==> config.mk <==
export PLATFORM = sky130hd
export DESIGN_NAME = smbc_controller
export DESIGN_NICKNAME = d
export VERILOG_FILES = /design/src/smbc_pkg.sv /design/src/smbc_controller.sv
export SDC_FILE = /design/constraint.sdc
export NUM_CORES = 1
export LEC_CHECK = 0
export BUFFER_PORTS_ARGS = -buffer_cell sky130_fd_sc_hd__clkbuf_2
export CAP_MARGIN = 40
export CELL_PAD_IN_SITES_DETAIL_PLACEMENT = 1
export CELL_PAD_IN_SITES_GLOBAL_PLACEMENT = 1
export CORE_MARGIN = 2
export CORE_UTILIZATION = 33
export DETAILED_ROUTE_END_ITERATION = 6
export GPL_TIMING_DRIVEN = 0
export PLACE_DENSITY_LB_ADDON = 0.1
export RECOVER_POWER = 25
export SETUP_SLACK_MARGIN = 0.02
export SYNTH_ARGS = -nofsm -noshare
export SYNTH_HDL_FRONTEND = slang
export SYNTH_SLANG_ARGS = --single-unit
==> constraint.sdc <==
create_clock -name clk_sys -period 3.06 [get_ports clk_sys]
set_input_delay 0.306 -clock clk_sys [delete_from_list [all_inputs] [get_ports clk_sys]]
set_output_delay 0.306 -clock clk_sys [all_outputs]
set_load 0.05 [all_outputs]
==> src/smbc_pkg.sv <==
// constants, types and register map of the static memory bus controller
// assumes one 25 MHz processor bus clock and a synchronous active-high reset
package smbc_pkg;

	// register byte addresses on the processor bus
	localparam int unsigned ADDR_W            = 40;
	localparam logic [39:0] OFF_TIMING        = 40'hFF_FFFF_FD00;
	localparam logic [39:0] OFF_WBUF_CTRL     = 40'hFF_FFFF_FD2C;
	localparam logic [39:0] OFF_PBUF_CTRL     = 40'hFF_FFFF_FD30;
	localparam logic [39:0] OFF_PLACEMENT     = 40'hFF_FFFF_FD34;
	localparam logic [39:0] OFF_PRIV_GUARD    = 40'hFF_FFFF_FD38;

	// field positions of static_memory_timing
	localparam int unsigned WRITE_STROBE_DELAY_HI           = 13;
	localparam int unsigned WRITE_STROBE_DELAY_LO           = 12;
	localparam int unsigned TRAIL_HI          = 11;
	localparam int unsigned TRAIL_LO          = 9;
	localparam int unsigned ACTIVE_HI         = 7;
	localparam int unsigned ACTIVE_LO         = 4;
	localparam int unsigned ENDIAN_BIT        = 3;
	localparam int unsigned WIDTH_HI          = 1;
	localparam int unsigned WIDTH_LO          = 0;
	// field positions of the buffer control registers
	localparam int unsigned OVERRIDE_BIT      = 1;
	localparam int unsigned BUF_ON_BIT        = 0;

	// writable bits; reserved bits read as zero, the read-only byte order bit reads the synchronised strap
	localparam logic [15:0] TIMING_WMASK      = 16'h3EF3;
	localparam logic [15:0] WBUF_WMASK        = 16'h0003;
	localparam logic [15:0] PBUF_WMASK        = 16'h0001;
	localparam logic [15:0] REG_RESET         = 16'h0000;
	localparam logic [15:0] READ_PAD          = 16'h0000;

	// access size code on the register port
	localparam logic [1:0]  SIZE_HALF         = 2'h1;

	// access sequencer states, gray along idle-write_strobe_delay-active-trail
	typedef enum logic [1:0] {
		ST_IDLE   = 2'h0,
		ST_WRITE_STROBE_DELAY   = 2'h1,
		ST_ACTIVE = 2'h3,
		ST_TRAIL  = 2'h2
	} smbc_state_type;

	// one processor request to memory or an expansion peripheral
	typedef struct packed {
		logic        write;
		logic        periph;
		logic [3:0]  psel;
		logic [31:0] addr;
		logic [31:0] wdata;
	} smbc_req_type;

endpackage : smbc_pkg

==> src/smbc_controller.sv <==
// register bank and access sequencer of the static memory bus controller
// assumes the processor holds a request until cpuReady and drives privMode
`timescale 1ns/1ns

// Overview of operation
// [RL1] registers 16 bits, word aligned, half-word writes
// [RL2] reads in any mode, writes privileged only
// [RL3] register data on low data lanes
// [RL4] write_strobe_delay field delays write strobe 0-3
// [RL5] trailing field sets waits after accesses
// [RL6] active field inserts 0-15 wait states
// [RL7] read-only bit shows processor byte order
// [RL8] width field selects 8, 16, 32 bits
// [RL9] override clear forces one trailing write wait
// [RL10] memory buffer releases processor on capture
// [RL11] busy buffered write stalls next request
// [RL12] peripheral buffer gives same write capture
// [RL13] placement bits mark peripherals external
// [RL14] guard bits restrict peripherals to privilege
// [RL15] all fields reset to zero
// [RL16] unprivileged or wrong-size writes are ignored
module smbc_controller (
	input  wire logic                clk_sys,
	input  wire logic                reset,
	input  wire logic                regSel,
	input  wire logic                regWrite,
	input  wire logic [1:0]          regSize,
	input  wire logic [39:0]         regAddr,
	input  wire logic [31:0]         regWdata,
	input  wire logic                privMode,
	output logic [31:0]              regRdata,
	input  wire logic                endianPin,
	input  wire logic                cpuReqValid,
	input  wire smbc_pkg::smbc_req_type cpuReq,
	input  wire logic                cpuPriv,
	output logic                     cpuReady,
	output logic                     cpuFault,
	output logic [31:0]              cpuRdata,
	input  wire logic [31:0]         extRdata,
	output logic                     extSel,
	output logic                     extWriteStrobe,
	output logic                     extReadStrobe,
	output logic [31:0]              extAddr,
	output logic [31:0]              extWdata,
	output logic [1:0]               extWidth,
	output logic                     periphExternal,
	output logic                     intPeriphStrobe
);

	logic [15:0]                 timing_q;
	logic [15:0]                 wbufCtrl_q;
	logic [15:0]                 pbufCtrl_q;
	logic [15:0]                 placement_q;
	logic [15:0]                 guard_q;
	logic [31:0]                 regRdata_q;
	logic                        endianMeta_q;
	logic                        endianSync_q;
	smbc_pkg::smbc_state_type    state_q;
	smbc_pkg::smbc_state_type    state_d;
	logic [3:0]                  cnt_q;
	logic [3:0]                  cnt_d;
	smbc_pkg::smbc_req_type      req_q;
	logic                        owner_q;
	logic [31:0]                 cpuRdata_q;
	logic                        regWrOk;
	logic                        idleReq;
	logic                        faultReq;
	logic                        internalReq;
	logic                        bufferedReq;
	logic                        startExt;
	logic                        finish;
	logic [1:0]                  leadF;
	logic [3:0]                  activeF;
	logic [3:0]                  trailNow;

	// trailing count, at least one after writes unless overridden
	function automatic logic [3:0] trailCount(input logic wr, input logic [2:0] tr,
			input logic ovr);
		if (wr && !ovr && tr == 3'h0) begin
			trailCount = 4'h1; // RL9
		end else begin
			trailCount = {1'b0, tr}; // RL5
		end
	endfunction : trailCount

	// byte order strap crosses in through two flops
	always_ff @(posedge clk_sys) begin
		if (reset) begin
			endianMeta_q <= 1'b0;
			endianSync_q <= 1'b0;
		end else begin
			endianMeta_q <= endianPin;
			endianSync_q <= endianMeta_q;
		end
	end

	// only privileged half-word writes reach the registers
	assign regWrOk = regSel && regWrite && privMode && regSize == smbc_pkg::SIZE_HALF; // RL2 RL16

	// control register bank
	always_ff @(posedge clk_sys) begin
		if (reset) begin
			timing_q    <= smbc_pkg::REG_RESET; // RL15
			wbufCtrl_q  <= smbc_pkg::REG_RESET;
			pbufCtrl_q  <= smbc_pkg::REG_RESET;
			placement_q <= smbc_pkg::REG_RESET;
			guard_q     <= smbc_pkg::REG_RESET;
		end else if (regWrOk) begin
			unique case (regAddr) // RL1
				smbc_pkg::OFF_TIMING:
					timing_q <= regWdata[15:0] & smbc_pkg::TIMING_WMASK; // RL3
				smbc_pkg::OFF_WBUF_CTRL:
					wbufCtrl_q <= regWdata[15:0] & smbc_pkg::WBUF_WMASK;
				smbc_pkg::OFF_PBUF_CTRL:
					pbufCtrl_q <= regWdata[15:0] & smbc_pkg::PBUF_WMASK; // RL12
				smbc_pkg::OFF_PLACEMENT:
					placement_q <= regWdata[15:0]; // RL13
				smbc_pkg::OFF_PRIV_GUARD:
					guard_q <= regWdata[15:0]; // RL14
				default: begin
				end
			endcase
		end
	end

	// read data on the low lanes, one cycle after the select
	always_ff @(posedge clk_sys) begin
		if (reset) begin
			regRdata_q <= 32'h0000_0000;
		end else if (regSel && !regWrite) begin
			unique case (regAddr)
				smbc_pkg::OFF_TIMING: begin
					regRdata_q <= {smbc_pkg::READ_PAD, timing_q}; // RL3
					regRdata_q[smbc_pkg::ENDIAN_BIT] <= endianSync_q; // RL7
				end
				smbc_pkg::OFF_WBUF_CTRL:
					regRdata_q <= {smbc_pkg::READ_PAD, wbufCtrl_q};
				smbc_pkg::OFF_PBUF_CTRL:
					regRdata_q <= {smbc_pkg::READ_PAD, pbufCtrl_q};
				smbc_pkg::OFF_PLACEMENT:
					regRdata_q <= {smbc_pkg::READ_PAD, placement_q};
				smbc_pkg::OFF_PRIV_GUARD:
					regRdata_q <= {smbc_pkg::READ_PAD, guard_q};
				default:
					regRdata_q <= 32'h0000_0000;
			endcase
		end
	end

	assign regRdata = regRdata_q;

	// timing fields
	assign leadF    = timing_q[smbc_pkg::WRITE_STROBE_DELAY_HI:smbc_pkg::WRITE_STROBE_DELAY_LO];
	assign activeF  = timing_q[smbc_pkg::ACTIVE_HI:smbc_pkg::ACTIVE_LO];
	assign trailNow = trailCount(req_q.write,
		timing_q[smbc_pkg::TRAIL_HI:smbc_pkg::TRAIL_LO],
		wbufCtrl_q[smbc_pkg::OVERRIDE_BIT]);

	// classify a request offered while the sequencer is idle
	assign idleReq     = cpuReqValid && state_q == smbc_pkg::ST_IDLE;
	assign faultReq    = idleReq && cpuReq.periph && guard_q[cpuReq.psel] && !cpuPriv; // RL14
	assign internalReq = idleReq && !faultReq && cpuReq.periph
		&& !placement_q[cpuReq.psel]; // RL13
	assign startExt    = idleReq && !faultReq && !internalReq;
	assign bufferedReq = startExt && cpuReq.write && (cpuReq.periph
		? pbufCtrl_q[smbc_pkg::BUF_ON_BIT] // RL12
		: wbufCtrl_q[smbc_pkg::BUF_ON_BIT]); // RL10
	assign finish = (state_q == smbc_pkg::ST_ACTIVE && cnt_q == 4'h0 && trailNow == 4'h0)
		|| (state_q == smbc_pkg::ST_TRAIL && cnt_q == 4'h0);

	// processor handshake; a busy buffered write stalls new requests
	assign cpuReady = faultReq || internalReq || bufferedReq || (finish && owner_q); // RL10 RL11
	assign cpuFault = faultReq;
	assign intPeriphStrobe = internalReq;

	// next state and cycle count
	always_comb begin
		state_d = state_q;
		cnt_d   = cnt_q;
		unique case (state_q)
			smbc_pkg::ST_IDLE: begin
				if (startExt && cpuReq.write && leadF != 2'h0) begin
					state_d = smbc_pkg::ST_WRITE_STROBE_DELAY; // RL4
					cnt_d   = {2'h0, leadF - 2'h1};
				end else if (startExt) begin
					state_d = smbc_pkg::ST_ACTIVE;
					cnt_d   = activeF; // RL6
				end
			end
			smbc_pkg::ST_WRITE_STROBE_DELAY: begin
				if (cnt_q == 4'h0) begin
					state_d = smbc_pkg::ST_ACTIVE;
					cnt_d   = activeF; // RL6
				end else begin
					cnt_d = cnt_q - 4'h1;
				end
			end
			smbc_pkg::ST_ACTIVE: begin
				if (cnt_q != 4'h0) begin
					cnt_d = cnt_q - 4'h1;
				end else if (trailNow != 4'h0) begin
					state_d = smbc_pkg::ST_TRAIL; // RL5 RL9
					cnt_d   = trailNow - 4'h1;
				end else begin
					state_d = smbc_pkg::ST_IDLE;
				end
			end
			smbc_pkg::ST_TRAIL: begin
				if (cnt_q == 4'h0) begin
					state_d = smbc_pkg::ST_IDLE;
				end else begin
					cnt_d = cnt_q - 4'h1;
				end
			end
		endcase
	end

	// sequencer state
	always_ff @(posedge clk_sys) begin
		if (reset) begin
			state_q <= smbc_pkg::ST_IDLE;
			cnt_q   <= 4'h0;
		end else begin
			state_q <= state_d;
			cnt_q   <= cnt_d;
		end
	end

	// request capture in the first cycle
	always_ff @(posedge clk_sys) begin
		if (reset) begin
			req_q   <= '0;
			owner_q <= 1'b0;
		end else if (startExt) begin
			req_q   <= cpuReq; // RL10 RL12
			owner_q <= !bufferedReq;
		end
	end

	// read data captured at the end of the active phase
	always_ff @(posedge clk_sys) begin
		if (reset) begin
			cpuRdata_q <= 32'h0000_0000;
		end else if (state_q == smbc_pkg::ST_ACTIVE && cnt_q == 4'h0 && !req_q.write) begin
			cpuRdata_q <= extRdata;
		end
	end

	// external bus drive
	assign cpuRdata       = cpuRdata_q;
	assign extSel         = state_q != smbc_pkg::ST_IDLE;
	assign extWriteStrobe = state_q == smbc_pkg::ST_ACTIVE && req_q.write; // RL4
	assign extReadStrobe  = state_q == smbc_pkg::ST_ACTIVE && !req_q.write;
	assign extAddr        = req_q.addr;
	assign extWdata       = req_q.wdata;
	assign extWidth       = timing_q[smbc_pkg::WIDTH_HI:smbc_pkg::WIDTH_LO]; // RL8
	assign periphExternal = req_q.periph && placement_q[req_q.psel]; // RL13

	// checks
	AST_PRIV_WRITE: assert property (@(posedge clk_sys) disable iff (reset) // RL2
		regSel && regWrite && !privMode |=> $stable(timing_q) && $stable(guard_q))
		else $error("unprivileged write changed a register");
	AST_SIZE_WRITE: assert property (@(posedge clk_sys) disable iff (reset) // RL16
		regSel && regWrite && regSize != smbc_pkg::SIZE_HALF
		|=> $stable(placement_q) && $stable(wbufCtrl_q) && $stable(timing_q))
		else $error("non half-word write changed a register");
	AST_LOW_LANES: assert property (@(posedge clk_sys) disable iff (reset) // RL3
		regSel && !regWrite |=> regRdata[31:16] == 16'h0000)
		else $error("register data outside low lanes");
	AST_WRITE_STROBE_DELAY_TWO: assert property (@(posedge clk_sys) disable iff (reset) // RL4
		startExt && cpuReq.write && leadF == 2'h2
		|=> !extWriteStrobe [*2] ##1 extWriteStrobe)
		else $error("write strobe write_strobe_delay wrong");
	AST_ACTIVE_THREE: assert property (@(posedge clk_sys) disable iff (reset) // RL6
		$rose(extReadStrobe) && activeF == 4'h3 |-> extReadStrobe [*4] ##1 !extReadStrobe)
		else $error("active wait count wrong");
	AST_TRAIL_THREE: assert property (@(posedge clk_sys) disable iff (reset) // RL5
		$fell(extReadStrobe) && timing_q[smbc_pkg::TRAIL_HI:smbc_pkg::TRAIL_LO] == 3'h3
		|-> extSel [*3] ##1 !extSel)
		else $error("trailing wait count wrong");
	AST_TRAIL_MIN: assert property (@(posedge clk_sys) disable iff (reset) // RL9
		$fell(extWriteStrobe) && !wbufCtrl_q[smbc_pkg::OVERRIDE_BIT] |-> extSel)
		else $error("missing forced trailing write wait");
	AST_BUF_RELEASE: assert property (@(posedge clk_sys) disable iff (reset) // RL10
		startExt && cpuReq.write && !cpuReq.periph && wbufCtrl_q[smbc_pkg::BUF_ON_BIT]
		|-> cpuReady ##1 extSel)
		else $error("buffered write did not release processor");
	AST_BUF_STALL: assert property (@(posedge clk_sys) disable iff (reset) // RL11
		cpuReqValid && extSel && !owner_q |-> !cpuReady)
		else $error("request not stalled behind buffered write");
	AST_GUARD: assert property (@(posedge clk_sys) disable iff (reset) // RL14
		idleReq && cpuReq.periph && guard_q[cpuReq.psel] && !cpuPriv
		|-> cpuFault ##1 !extSel)
		else $error("guarded peripheral reached outside privilege");
	AST_RESET_ZERO: assert property (@(posedge clk_sys) // RL15
		reset |=> timing_q == smbc_pkg::REG_RESET && pbufCtrl_q == smbc_pkg::REG_RESET)
		else $error("fields not zero after reset");
	AST_RESET_ALL: assert property (@(posedge clk_sys) // RL15
		reset |=> wbufCtrl_q == smbc_pkg::REG_RESET && placement_q == smbc_pkg::REG_RESET
		&& guard_q == smbc_pkg::REG_RESET && !extSel)
		else $error("buffer, placement or guard not zero after reset");

	// register port checks
	AST_ENDIAN_READ: assert property (@(posedge clk_sys) disable iff (reset) // RL7
		regSel && !regWrite && regAddr == smbc_pkg::OFF_TIMING
		|=> regRdata[smbc_pkg::ENDIAN_BIT] == $past(endianSync_q))
		else $error("byte order bit not reported");
	AST_WIDTH_FIELD: assert property (@(posedge clk_sys) disable iff (reset) // RL8
		regWrOk && regAddr == smbc_pkg::OFF_TIMING
		|=> extWidth == $past(regWdata[smbc_pkg::WIDTH_HI:smbc_pkg::WIDTH_LO]))
		else $error("width field not applied");

	// sequencer checks
	AST_PBUF_RELEASE: assert property (@(posedge clk_sys) disable iff (reset) // RL12
		startExt && cpuReq.write && cpuReq.periph && pbufCtrl_q[smbc_pkg::BUF_ON_BIT]
		|-> cpuReady ##1 extSel)
		else $error("buffered peripheral write did not release processor");
	AST_PLACE_EXT: assert property (@(posedge clk_sys) disable iff (reset) // RL13
		startExt && cpuReq.periph |=> periphExternal)
		else $error("external peripheral not marked external");
	AST_INTERNAL_LOCAL: assert property (@(posedge clk_sys) disable iff (reset) // RL13
		internalReq |-> cpuReady && !cpuFault ##1 !extSel)
		else $error("internal peripheral went to the external bus");
	AST_WRITE_NO_WRITE_STROBE_DELAY: assert property (@(posedge clk_sys) disable iff (reset) // RL4
		startExt && cpuReq.write && leadF == 2'h0 |=> extWriteStrobe)
		else $error("write strobe delayed without write_strobe_delay");
	AST_READ_NO_WRITE_STROBE_DELAY: assert property (@(posedge clk_sys) disable iff (reset) // RL4
		startExt && !cpuReq.write |=> extReadStrobe)
		else $error("read strobe delayed");

	COV_BUFFERED: cover property (@(posedge clk_sys) disable iff (reset)
		bufferedReq ##1 cpuReqValid && !cpuReady);
	COV_WRITE_STROBE_DELAY_WRITE: cover property (@(posedge clk_sys) disable iff (reset)
		$rose(extWriteStrobe) && leadF == 2'h3);
	COV_FAULT: cover property (@(posedge clk_sys) disable iff (reset) cpuFault);
	COV_TRAIL_READ: cover property (@(posedge clk_sys) disable iff (reset)
		$fell(extReadStrobe) ##1 extSel);
	COV_INTERNAL: cover property (@(posedge clk_sys) disable iff (reset) intPeriphStrobe);

endmodule : smbc_controller

## Yosys cells after proc, flatten, opt, wreduce, memory -nomap -nowiden

Cells that the tools add are included.

- Reductions and logical operators: 52
- Mux-type cells: 23
- Add/subtract/negate cells: 3
- Eq/ne operators: 15
- Order comparisons: 2

Operators with widths:

| kind | number |
|---|---|
| == test 40 bit, second input constant | 5 |
| one-hot mux 16 bit (5 select lines) | 1 |
| logical AND 1 bit | 25 |
| 2-to-1 mux 4 bit | 6 |
| one-hot mux 4 bit (4 select lines) | 1 |
| binary-select mux 1 bit (select 4 bit) | 3 |
| 2-to-1 mux 2 bit | 6 |
| less-than comparator 4 x 5 -> 1 bit, second input constant | 2 |
| AND reduction 2 bit | 5 |
| zero test 1 bit | 8 |
| zero test 4 bit | 2 |
| one-hot mux 2 bit (4 select lines) | 1 |
| nonzero test 4 bit | 2 |
| subtractor 4 x 1 -> 4 bit, second input constant | 2 |
| inequality test 2 bit, second input constant | 3 |
| == test 2 x 1 -> 1 bit, second input constant | 2 |
| == test 2 bit, second input constant | 2 |
| logical OR 1 bit | 4 |
| 2-to-1 mux 1 bit | 4 |
| AND reduction 4 bit | 1 |
| nonzero test 2 bit | 2 |
| zero test 3 bit | 1 |
| 2-to-1 mux 3 bit | 1 |
| inequality test 3 x 2 -> 1 bit, second input constant | 1 |
| 5 further kinds | 5 |

- Register bits after elaboration: 189
- Output and inout port bits: 137
- Input port bits: 184

## Depth between registers and ports, before layout

Gate-level depths: netlist (run 1).

- Depth after elaboration: 15
- Depth in mapped cells: 10
- Gate-level depth less buffers: 9

## Least setup slack after synthesis (run 1)

OpenSTA, ideal clock, no wires.

- Path kind: input to output
- Start point: input cpuReq[66] (netlist name)
- End point: output cpuReady
- Stages on the path: 7
- Setup slack: -507 ps
- Buffers on the path: 1
- Arrival time: 3,261 ps
- Data required time: 2,754 ps
- Path through: buf_6 -> mux4_2 -> o22ai_1 -> nor4b_2 -> or2_2 -> nor3b_1 -> or4_1

- Cells in the longest elaborated chain, start to end: 14

Ends and longest elaborated chain:

| item | line | source |
|---|---|---|
| start, declared | smbc_controller.sv:34 | `input wire smbc_pkg::smbc_req_type cpuReq,` |
| binary-select mux 1 bit (select 4 bit) | smbc_controller.sv:161 | `assign faultReq = idleReq && cpuReq.periph && guard_q[cpuReq.psel] && !cpuPriv;` |
| 2-to-1 mux 1 bit (not written as such) | smbc_controller.sv:161 |  |
| logical AND 1 bit (2 in series) | smbc_controller.sv:161 |  |
| zero test 1 bit | smbc_controller.sv:162 | `assign internalReq = idleReq && !faultReq && cpuReq.periph` |
| logical AND 1 bit (2 in series) | smbc_controller.sv:162 |  |
| logical AND 1 bit (*) | smbc_controller.sv:163 | `&& !placement_q[cpuReq.psel];` |
| named net intPeriphStrobe | smbc_controller.sv:47 | `output logic intPeriphStrobe` |
| zero test 1 bit | smbc_controller.sv:164 | `assign startExt = idleReq && !faultReq && !internalReq;` |
| logical AND 1 bit | smbc_controller.sv:164 |  |
| logical AND 1 bit (2 in series) | smbc_controller.sv:165 | `assign bufferedReq = startExt && cpuReq.write && (cpuReq.periph` |
| logical OR 1 bit (*) (2 in series) | smbc_controller.sv:172 | `assign cpuReady = faultReq \|\| internalReq \|\| bufferedReq \|\| (finish && owner_q);` |
| end, declared | smbc_controller.sv:36 | `output logic cpuReady,` |

Mark *: on every way through the listed nets, which the timed path passes. The rest lies on a longest branch. The select of a mux whose other input is x is not followed.

## Worst setup path after layout (run 1)

- Start point: register placement_q[12]
- End point: output cpuReady

- Cells in the longest elaborated chain, start to end: 10

Ends and longest elaborated chain:

| item | line | source |
|---|---|---|
| start, declared | smbc_controller.sv:53 | `logic [15:0] placement_q;` |
| start signal, assigned | smbc_controller.sv:106 | `placement_q <= smbc_pkg::REG_RESET;` |
| start signal, assigned | smbc_controller.sv:117 | `placement_q <= regWdata[15:0];` |
| binary-select mux 1 bit (select 4 bit) (*) | smbc_controller.sv:163 |  |
| 2-to-1 mux 1 bit (not written as such) (*) | smbc_controller.sv:163 |  |
| zero test 1 bit (*) | smbc_controller.sv:163 |  |
| logical AND 1 bit (*) | smbc_controller.sv:163 |  |
| zero test 1 bit | smbc_controller.sv:164 |  |
| logical AND 1 bit | smbc_controller.sv:164 |  |
| logical AND 1 bit (2 in series) | smbc_controller.sv:165 |  |
| logical OR 1 bit (*) (2 in series) | smbc_controller.sv:172 |  |

Every way passes the cells marked *; elsewhere a longest branch is shown, timed or not. The select of a mux whose other input is x is not followed.

==> results of run 1 <==
==> critical path: stages (launching register included) <==
cell     delay, ns
dfxtp_2       0.35
mux4_2        0.49
mux2i_2       0.19
mux2_4        0.23
o31a_1        0.24
nor3_2        0.08
or4_4         0.50
buf_8         0.17
==> routing by layer <==
layer | vias to the layer above | GRT usage | part of all wire
met2 | 241 | 0.363 | 0.48
li1 | 4021 | - | -
met5 | - | 0 | 0
met3 | 25 | 0.0432 | 0.055
met1 | 3963 | 0.282 | 0.45
met4 | 0 | 0.0599 | 0.016
==> kinds of logic after synthesis <==
logic type | after synthesis
AND/OR/NAND/NOR | 307
flip-flops | 173
multiplexers | 50
other | 1
adder cells (fa/ha/maj) | 5
AO/OA/AOI/OAI | 269
buffers and inverters | 176
XOR/XNOR | 3
==> cell usage in the layout (no fill, tap or decap), types with 3 or more instances in the layout <==
master / instances
clkbuf_2: 215
dfxtp_1: 165
a21oi_1: 131
nand2_1: 127
clkbuf_1: 120
buf_4: 92
o21ai_0: 80
nand3_1: 73
nor2_1: 43
mux2i_1: 33
clkbuf_16: 17
buf_2: 16
conb_1: 16
inv_1: 15
mux4_2: 11
o21ai_1: 10
a222oi_1: 10
nand4_1: 8
nor3_1: 8
dfxtp_2: 8
and3_1: 6
inv_6: 6
nor2b_1: 5
ha_1: 5
and2_1: 4
buf_6: 4
a22oi_1: 4
o211ai_1: 4
inv_8: 4
nand2b_1: 3
mux2_2: 3
nand4b_1: 3
a31oi_1: 3
o32ai_1: 3
==> stage by stage <==
stage	setup TNS, ns	instance area (µm²)	utilization	setup WS, ns	cells
after floorplan	0	8310	-	0.0297	999
after global placement	-0.109	10100	0.416	-0.109	1608
after detailed placement	-0.157	10100	0.416	-0.157	1608
after CTS	0	10800	0.443	0.0257	1640
after global routing	-0.00338	10800	0.442	-0.00338	1643
final	0	10800	0.442	0.0658	1643
==> flip-flops by register name, summed over array words and instances (netlist names), 2 cells and up <==
name	count
cpuRdata	32
extAddr	32
extWdata	32
guard_q	16
placement_q	16
regRdata	16
timing_q	11
req_q	6
cnt_q	4
state_q	2
wbufCtrl_q	2
==> repair_timing <==
item	in CTS	in global routing
hold buffers	0	0
gates resized for setup	12	15
pin swaps	3	2
endpoints found under the setup margin	2	18
buffers inserted	1	3
==> power groups by stage <==
stage / clock (µW) / sequential [µW] / combinational [µW]
after floorplan: 0 / 2460 / 839
after global placement: 0 / 2440 / 1230
after detailed placement: 0 / 2450 / 1240
after CTS: 2370 / 2390 / 1250
after global routing: 2460 / 2400 / 1350
final: 2300 / 2390 / 1250
==> area by class of cell <==
cell class	instances	area [µm²]
timing repair buffer	289	1380
inverter	15	56.3
clock buffer	18	439
multi-input combinational	650	3880
fill	3077	13600
tap	324	405
buffer	160	983
clock inverter	14	171
sequential	173	3470
==> worst max-delay path by stage <==
stage | from | end | cells past startpoint | slack (ns)
floorplan | cpuReq[66] | cpuReady | 7 | 0.03
finish | placement_q[12]$_SDFFE_PP0P_ | cpuReady | 7 | 0.07
detailed placement | cpuReq[65] | cpuReady | 8 | -0.16
global route | placement_q[3]$_SDFFE_PP0P_ | cpuReady | 7 | -0.003
global placement | cpuReq[65] | cpuReady | 8 | -0.11
CTS | guard_q[15]$_SDFFE_PP0P_ | cpuReady | 7 | 0.03
==> flow_summary_export.csv, run 1 <==
group,metric,value,unit
logic_synthesis,synthArstFlopShare,0,
hold_path,holdCritStartpoint,"extRdata[0]",
clock_network,cts_buffers,17,
die,io_pins,321,
placed_design,io_buffers,285,
setup_path,worst-setup-path-type,"flip-flop to output pin",
grt,grt_pass1_wl,44500,µm
setup_path,timing.rr.end,"extWdata[30]$_SDFFE_PP0P_",
sta,max_clock_freq,0.334,GHz
setup_path,critPathMaxFanout,5,
sta,tightest_slew,0.753,ns
run,drv_cap,0,
drt,vias,8250,
status,status,"complete, but fails checks",
grt,antenna_found_initial,0,
pwr,p_switching,1930,µW
setup_path,endpoint_kind,"output pin",
pwr,clkPwrFrac,0.388,
grt,track_usage,0.216,
logic_synthesis,synthMuxAreaShare,0.0780,
logic_synthesis,synth_seq_cells,173,
die,placementRows,57,
logic_synthesis,yosysWarnings,0,
placed_design,routabilityCongestion,0.834,
grt,overflow,0,
hold_path,holdPathStages,3,
grt,grt_pass1_vias,8179,
logic_synthesis,yosysMostFrequentCell,"dfxtp_1",
logic_synthesis,synth_top_family_by_area,"compound AO/OA/AOI/OAI gates",
logic_synthesis,synth_top_area_frac,0.420,
sta,final.setup_skew,0.0141,ns
logic_synthesis,synth-simple-area-share,0.181,
drt,routed_wl,28900,µm
drt,viasPerCell,5.02,
layout,drive_gt1_frac,0.308,
sta,finalHoldViolCount,0,
setup_path,worst_setup_path_start_kind,"flip-flop",
clock_network,clock_sinks,173,
setup_path,required,2.75,ns
drt,ant_nets,0,
logic_synthesis,syn-instance-count,984,
die,die_h,162,µm
sta,finalSetupViolations,0,
logic_synthesis,synth-edff-count,0,
layout,syn_to_final_growth,30.8,%
pwr,internal_power,4010,µW
setup_path,worstRegToRegCells,9,
die,start_util,0.338,
pwr,swShare,0.325,
clock_network,cts_buffer_depth,2,
clock_network,cts_tree,"yes",
pwr,p_leak,0.00429,µW
drt,drtPass1Iterations,7,
logic_synthesis,avgSynthCellArea,8.38,µm²
clock_network,cts-htree-levels,4,
logic_synthesis,ys.flop_type,"dfxtp_1",
logic_synthesis,synth_area_leaders,"dfxtp_1 42%, buf_4 8.0%, a21oi_1 8.0%",
clock_network,clkTransAtPathRegs,0.08,ns
pwr,seqPwrFrac,0.403,
logic_synthesis,synth_cell_types,64,
logic_synthesis,synth-compound-area-share,0.183,
logic_synthesis,synth.top_cells.by_count,"173 x dfxtp_1, 131 x a21oi_1, 127 x nand2_1, 88 x buf_4, 80 x o21ai_0",
logic_synthesis,yosys.area.top_type,"dfxtp_1",
setup_path,r2r_start,"guard_q[15]$_SDFFE_PP0P_",
layout,insertedDiodeCount,0,
die,core-area,0.0244,mm²
logic_synthesis,synthesis.area,0.00825,mm²
sta,fin_crit,2.99,ns
setup_path,rrSetupSlack,0.43,ns
pwr,power.density,551,mW/mm²
die,dieArea,0.0263,mm²
sta,slew_headroom,0.498,
layout,fin_nets,1495,
grt,grt_max_degree,18,
logic_synthesis,yosysSeqAreaShare,0.420,
pwr,ir_drop,0.311,mV
drt,wl_per_cell,17.6,µm
sta,finalCritPeriodShare,0.978,
status,violations,"design-rule violations",
logic_synthesis,synth_xor_area_frac,0.00319,
drt,drt_iter0_drc,595,
clock_network,clock_latency,0.44,ns
pwr,p_total,5940,µW
hold_path,min_to,"cpuRdata[0]$_SDFFE_PP0P_",
logic_synthesis,synth_fa_ha_area_frac,0.00759,
sta,maxSlewViolCount,0,
sta,rsz0062_at_grt,"yes",
setup_path,worstPathArrival,2.69,ns
drt,drc_errors,1,
die,die_x,162,µm
pwr,power_frac_comb,0.210,
sta,whs,0.0791,ns
clock_network,cts_root_buf,"clkbuf_16",
placed_design,place.detailed.hpwl,21800,µm
hold_path,hold_path.class,"input pin to flip-flop",
Power figures use the tool's default switching activity.
==> inputs of run 2 (changes only) <==
--- a/config.mk
+++ b/config.mk
@@ -5,6 +5,7 @@
 export SDC_FILE = /design/constraint.sdc
 export NUM_CORES = 1
 export LEC_CHECK = 0
+export ABC_AREA = 1
 export BUFFER_PORTS_ARGS = -buffer_cell sky130_fd_sc_hd__clkbuf_2
 export CAP_MARGIN = 40
 export CELL_PAD_IN_SITES_DETAIL_PLACEMENT = 1
==> run 2 against run 1 <==
Compared with the run above:
- the flow now finishes without violations
- sequential share of layout area barely moved
- hold slack got worse by 0.0017 ns
- count of clock-buffer cells in the layout down 1
- synthesized cell count grew 17%
- worst setup slack better by 0.18 ns
- critical path type unchanged
- critical endpoint unchanged
- largest cell class unchanged
==> flow_summary_export.csv, run 2 <==
group,metric,value,unit
status,status,"complete, no violations",
die,placementRows,58,
grt,grt_pass1_vias,8644,
clock_network,clock_latency,0.43,ns
sta,max_clock_freq,0.356,GHz
sta,maxSlewViolCount,0,
drt,routed_wl,28800,µm
clock_network,clock_sinks,173,
drt,wl_per_cell,15.8,µm
placed_design,postPlaceCellArea,0.0102,mm²
grt,antenna_found_initial,0,
logic_synthesis,syn-instance-count,1156,
sta,finalHoldViolCount,0,
drt,drtPass1Iterations,4,
logic_synthesis,yosysSeqAreaShare,0.416,
placed_design,place_ws,0.334,ns
clock_network,cts_buffer_depth,2,
placed_design,placed_cells,1787,
layout,final_common_cell,"clkbuf_2",
logic_synthesis,yosysMostFrequentCell,"nand2_1",
die,core-area,0.0250,mm²
pwr,power.density,660,mW/mm²
logic_synthesis,ys.flop_type,"dfxtp_1",
logic_synthesis,synth_cell_types,36,
grt,track_usage,0.215,
pwr,seqPwrFrac,0.365,
logic_synthesis,synth.top_cells.by_count,"185 x nand2_1, 173 x dfxtp_1, 138 x a21oi_1, 128 x nand3_1, 101 x nor2_1",
drt,vias,8607,
clock_network,cts_root_buf,"clkbuf_16",
pwr,clkPwrFrac,0.313,
drt,drc_errors,0,
placed_design,place.detailed.hpwl,22200,µm
placed_design,io_buffers,286,
drt,viasPerCell,4.73,
die,io_pins,321,
pwr,power_frac_comb,0.322,
logic_synthesis,synthesis.area,0.00833,mm²
logic_synthesis,yosysWarnings,0,
logic_synthesis,yosys.area.top_type,"dfxtp_1",
die,die_x,163,µm
clock_network,clkTransAtPathRegs,0.07,ns
layout,insertedDiodeCount,0,
layout,fin_cells,1819,
sta,finalSetupViolations,0,
pwr,swShare,0.390,
sta,final.setup_skew,0.0127,ns
setup_path,worst_setup_path_start_kind,"flip-flop",
sta,fin_tns_setup,0,ns
sta,tightest_slew,0.871,ns
setup_path,critPathMaxFanout,5,
hold_path,hold_path.class,"input pin to flip-flop",
run,drv_cap,0,
sta,fin_ws,0.249,ns
sta,slew_headroom,0.417,
drt,ant_nets,0,
pwr,p_leak,0.00477,µW
grt,grt_max_degree,19,
layout,fin_nets,1665,
logic_synthesis,avgSynthCellArea,7.20,µm²
die,start_util,0.334,
clock_network,cts_buffers,17,
die,die_h,163,µm
setup_path,endpoint_kind,"output pin",
pwr,ir_drop,0.292,mV
layout,stdcell_area,0.0107,mm²
clock_network,cts_tree,"yes",
grt,overflow,0,
layout,syn_to_final_growth,29.1,%
setup_path,required,2.75,ns
sta,finalCritPeriodShare,0.919,
clock_network,cts_hold_buf,0,
sta,rsz0062_at_grt,"no",
logic_synthesis,synth_seq_cells,173,
clock_network,cts-htree-levels,4,
setup_path,worstPathArrival,2.50,ns
logic_synthesis,synth_top_area_frac,0.416,
die,dieArea,0.0265,mm²
sta,fin_crit,2.81,ns
logic_synthesis,synthArstFlopShare,0,
setup_path,worst-setup-path-type,"flip-flop to output pin",
logic_synthesis,synth_area_leaders,"dfxtp_1 42%, buf_4 8.4%, nand2_1 8.3%",
drt,drt_iter0_drc,421,
grt,grt_pass1_wl,45000,µm
placed_design,routabilityCongestion,0.843,
pwr,p_switching,2770,µW
logic_synthesis,synth-edff-count,0,
layout,drive_gt1_frac,0.267,
layout,mostFrequentLayoutCells,"214 x clkbuf_2, 185 x nand2_1, 173 x dfxtp_1, 138 x a21oi_1, 127 x nand3_1",
pwr,internal_power,4320,µW
[run 2: area by class of cell]
type | count | area [µm²]
timing repair buffer | 286 | 1350
sequential | 173 | 3460
inverter | 100 | 375
tap | 330 | 413
multi-input combinational | 749 | 3600
buffer | 149 | 955
fill | 3351 | 14200
clock inverter | 15 | 170
clock buffer | 17 | 425
[run 2: logic make-up after synthesis]
family / count (synthesis) / synth area share
XOR/XNOR: 3 / 0.00316
AO/OA/AOI/OAI: 267 / 0.170
other: 1 / 0.000450
flip-flops: 173 / 0.416
adder cells (fa/ha/maj): 5 / 0.00751
AND/OR/NAND/NOR: 458 / 0.244
buffers and inverters: 249 / 0.160
[run 2: routing by layer]
metal / share of wire / global-route usage
met1: 0.47 / 0.288
met2: 0.46 / 0.355
met3: 0.056 / 0.0364
met4: 0.020 / 0.0644
met5: 0 / 0
[run 2: final timing paths]
path                           startpoint                   endpoint  slack [ns]  cells after the start
max          placement_q[10]$_SDFFE_PP0P_                   cpuReady        0.25                     13
min                             endianPin    endianMeta_q$_SDFF_PP0_        0.08                      3
max reg2reg       state_q[0]$_SDFFE_PP0P_  extWdata[13]$_SDFFE_PP0P_        0.98                     10
min reg2reg       endianMeta_q$_SDFF_PP0_    endianSync_q$_SDFF_PP0_        0.42                      2
[run 2: worst max-delay path, stage by stage (launching register included)]
cell	delay, ns
dfxtp_1	0.43
nor2_1	0.08
nor2_1	0.12
nand2_1	0.07
nand3_1	0.07
nand3_1	0.11
nand3_2	0.18
nand3_2	0.14
nor2_1	0.22
inv_1	0.09
nor2_1	0.15
nor3_1	0.06
o21ai_0	0.08
clkbuf_4	0.27
[run 2: power groups by stage]
| stage | logic [µW] | clock network, µW | registers (µW) |
|---|---|---|---|
| floorplan | 1550 | 0 | 2810 |
| CTS | 2330 | 2290 | 2590 |
| finish | 2280 | 2220 | 2590 |
| global route | 2500 | 2400 | 2620 |
| global placement | 2300 | 0 | 2630 |
| detailed placement | 2320 | 0 | 2640 |
[run 2: timing repair]
action | 4_1_cts | 5_1_grt
setup endpoints to repair | 0 | 1
setup buffers | 0 | 0
resized for setup | 0 | 3
hold endpoints to repair | 0 | 0
[run 2: per-stage QoR]
stage	hold WS [ns]	power, µW	util
floorplan	0.388	4350	-
global placement	0.406	4930	0.410
detailed placement	0.404	4960	0.410
CTS	0.0614	7200	0.434
global route	0.0603	7510	0.431
finish	0.0774	7090	0.431
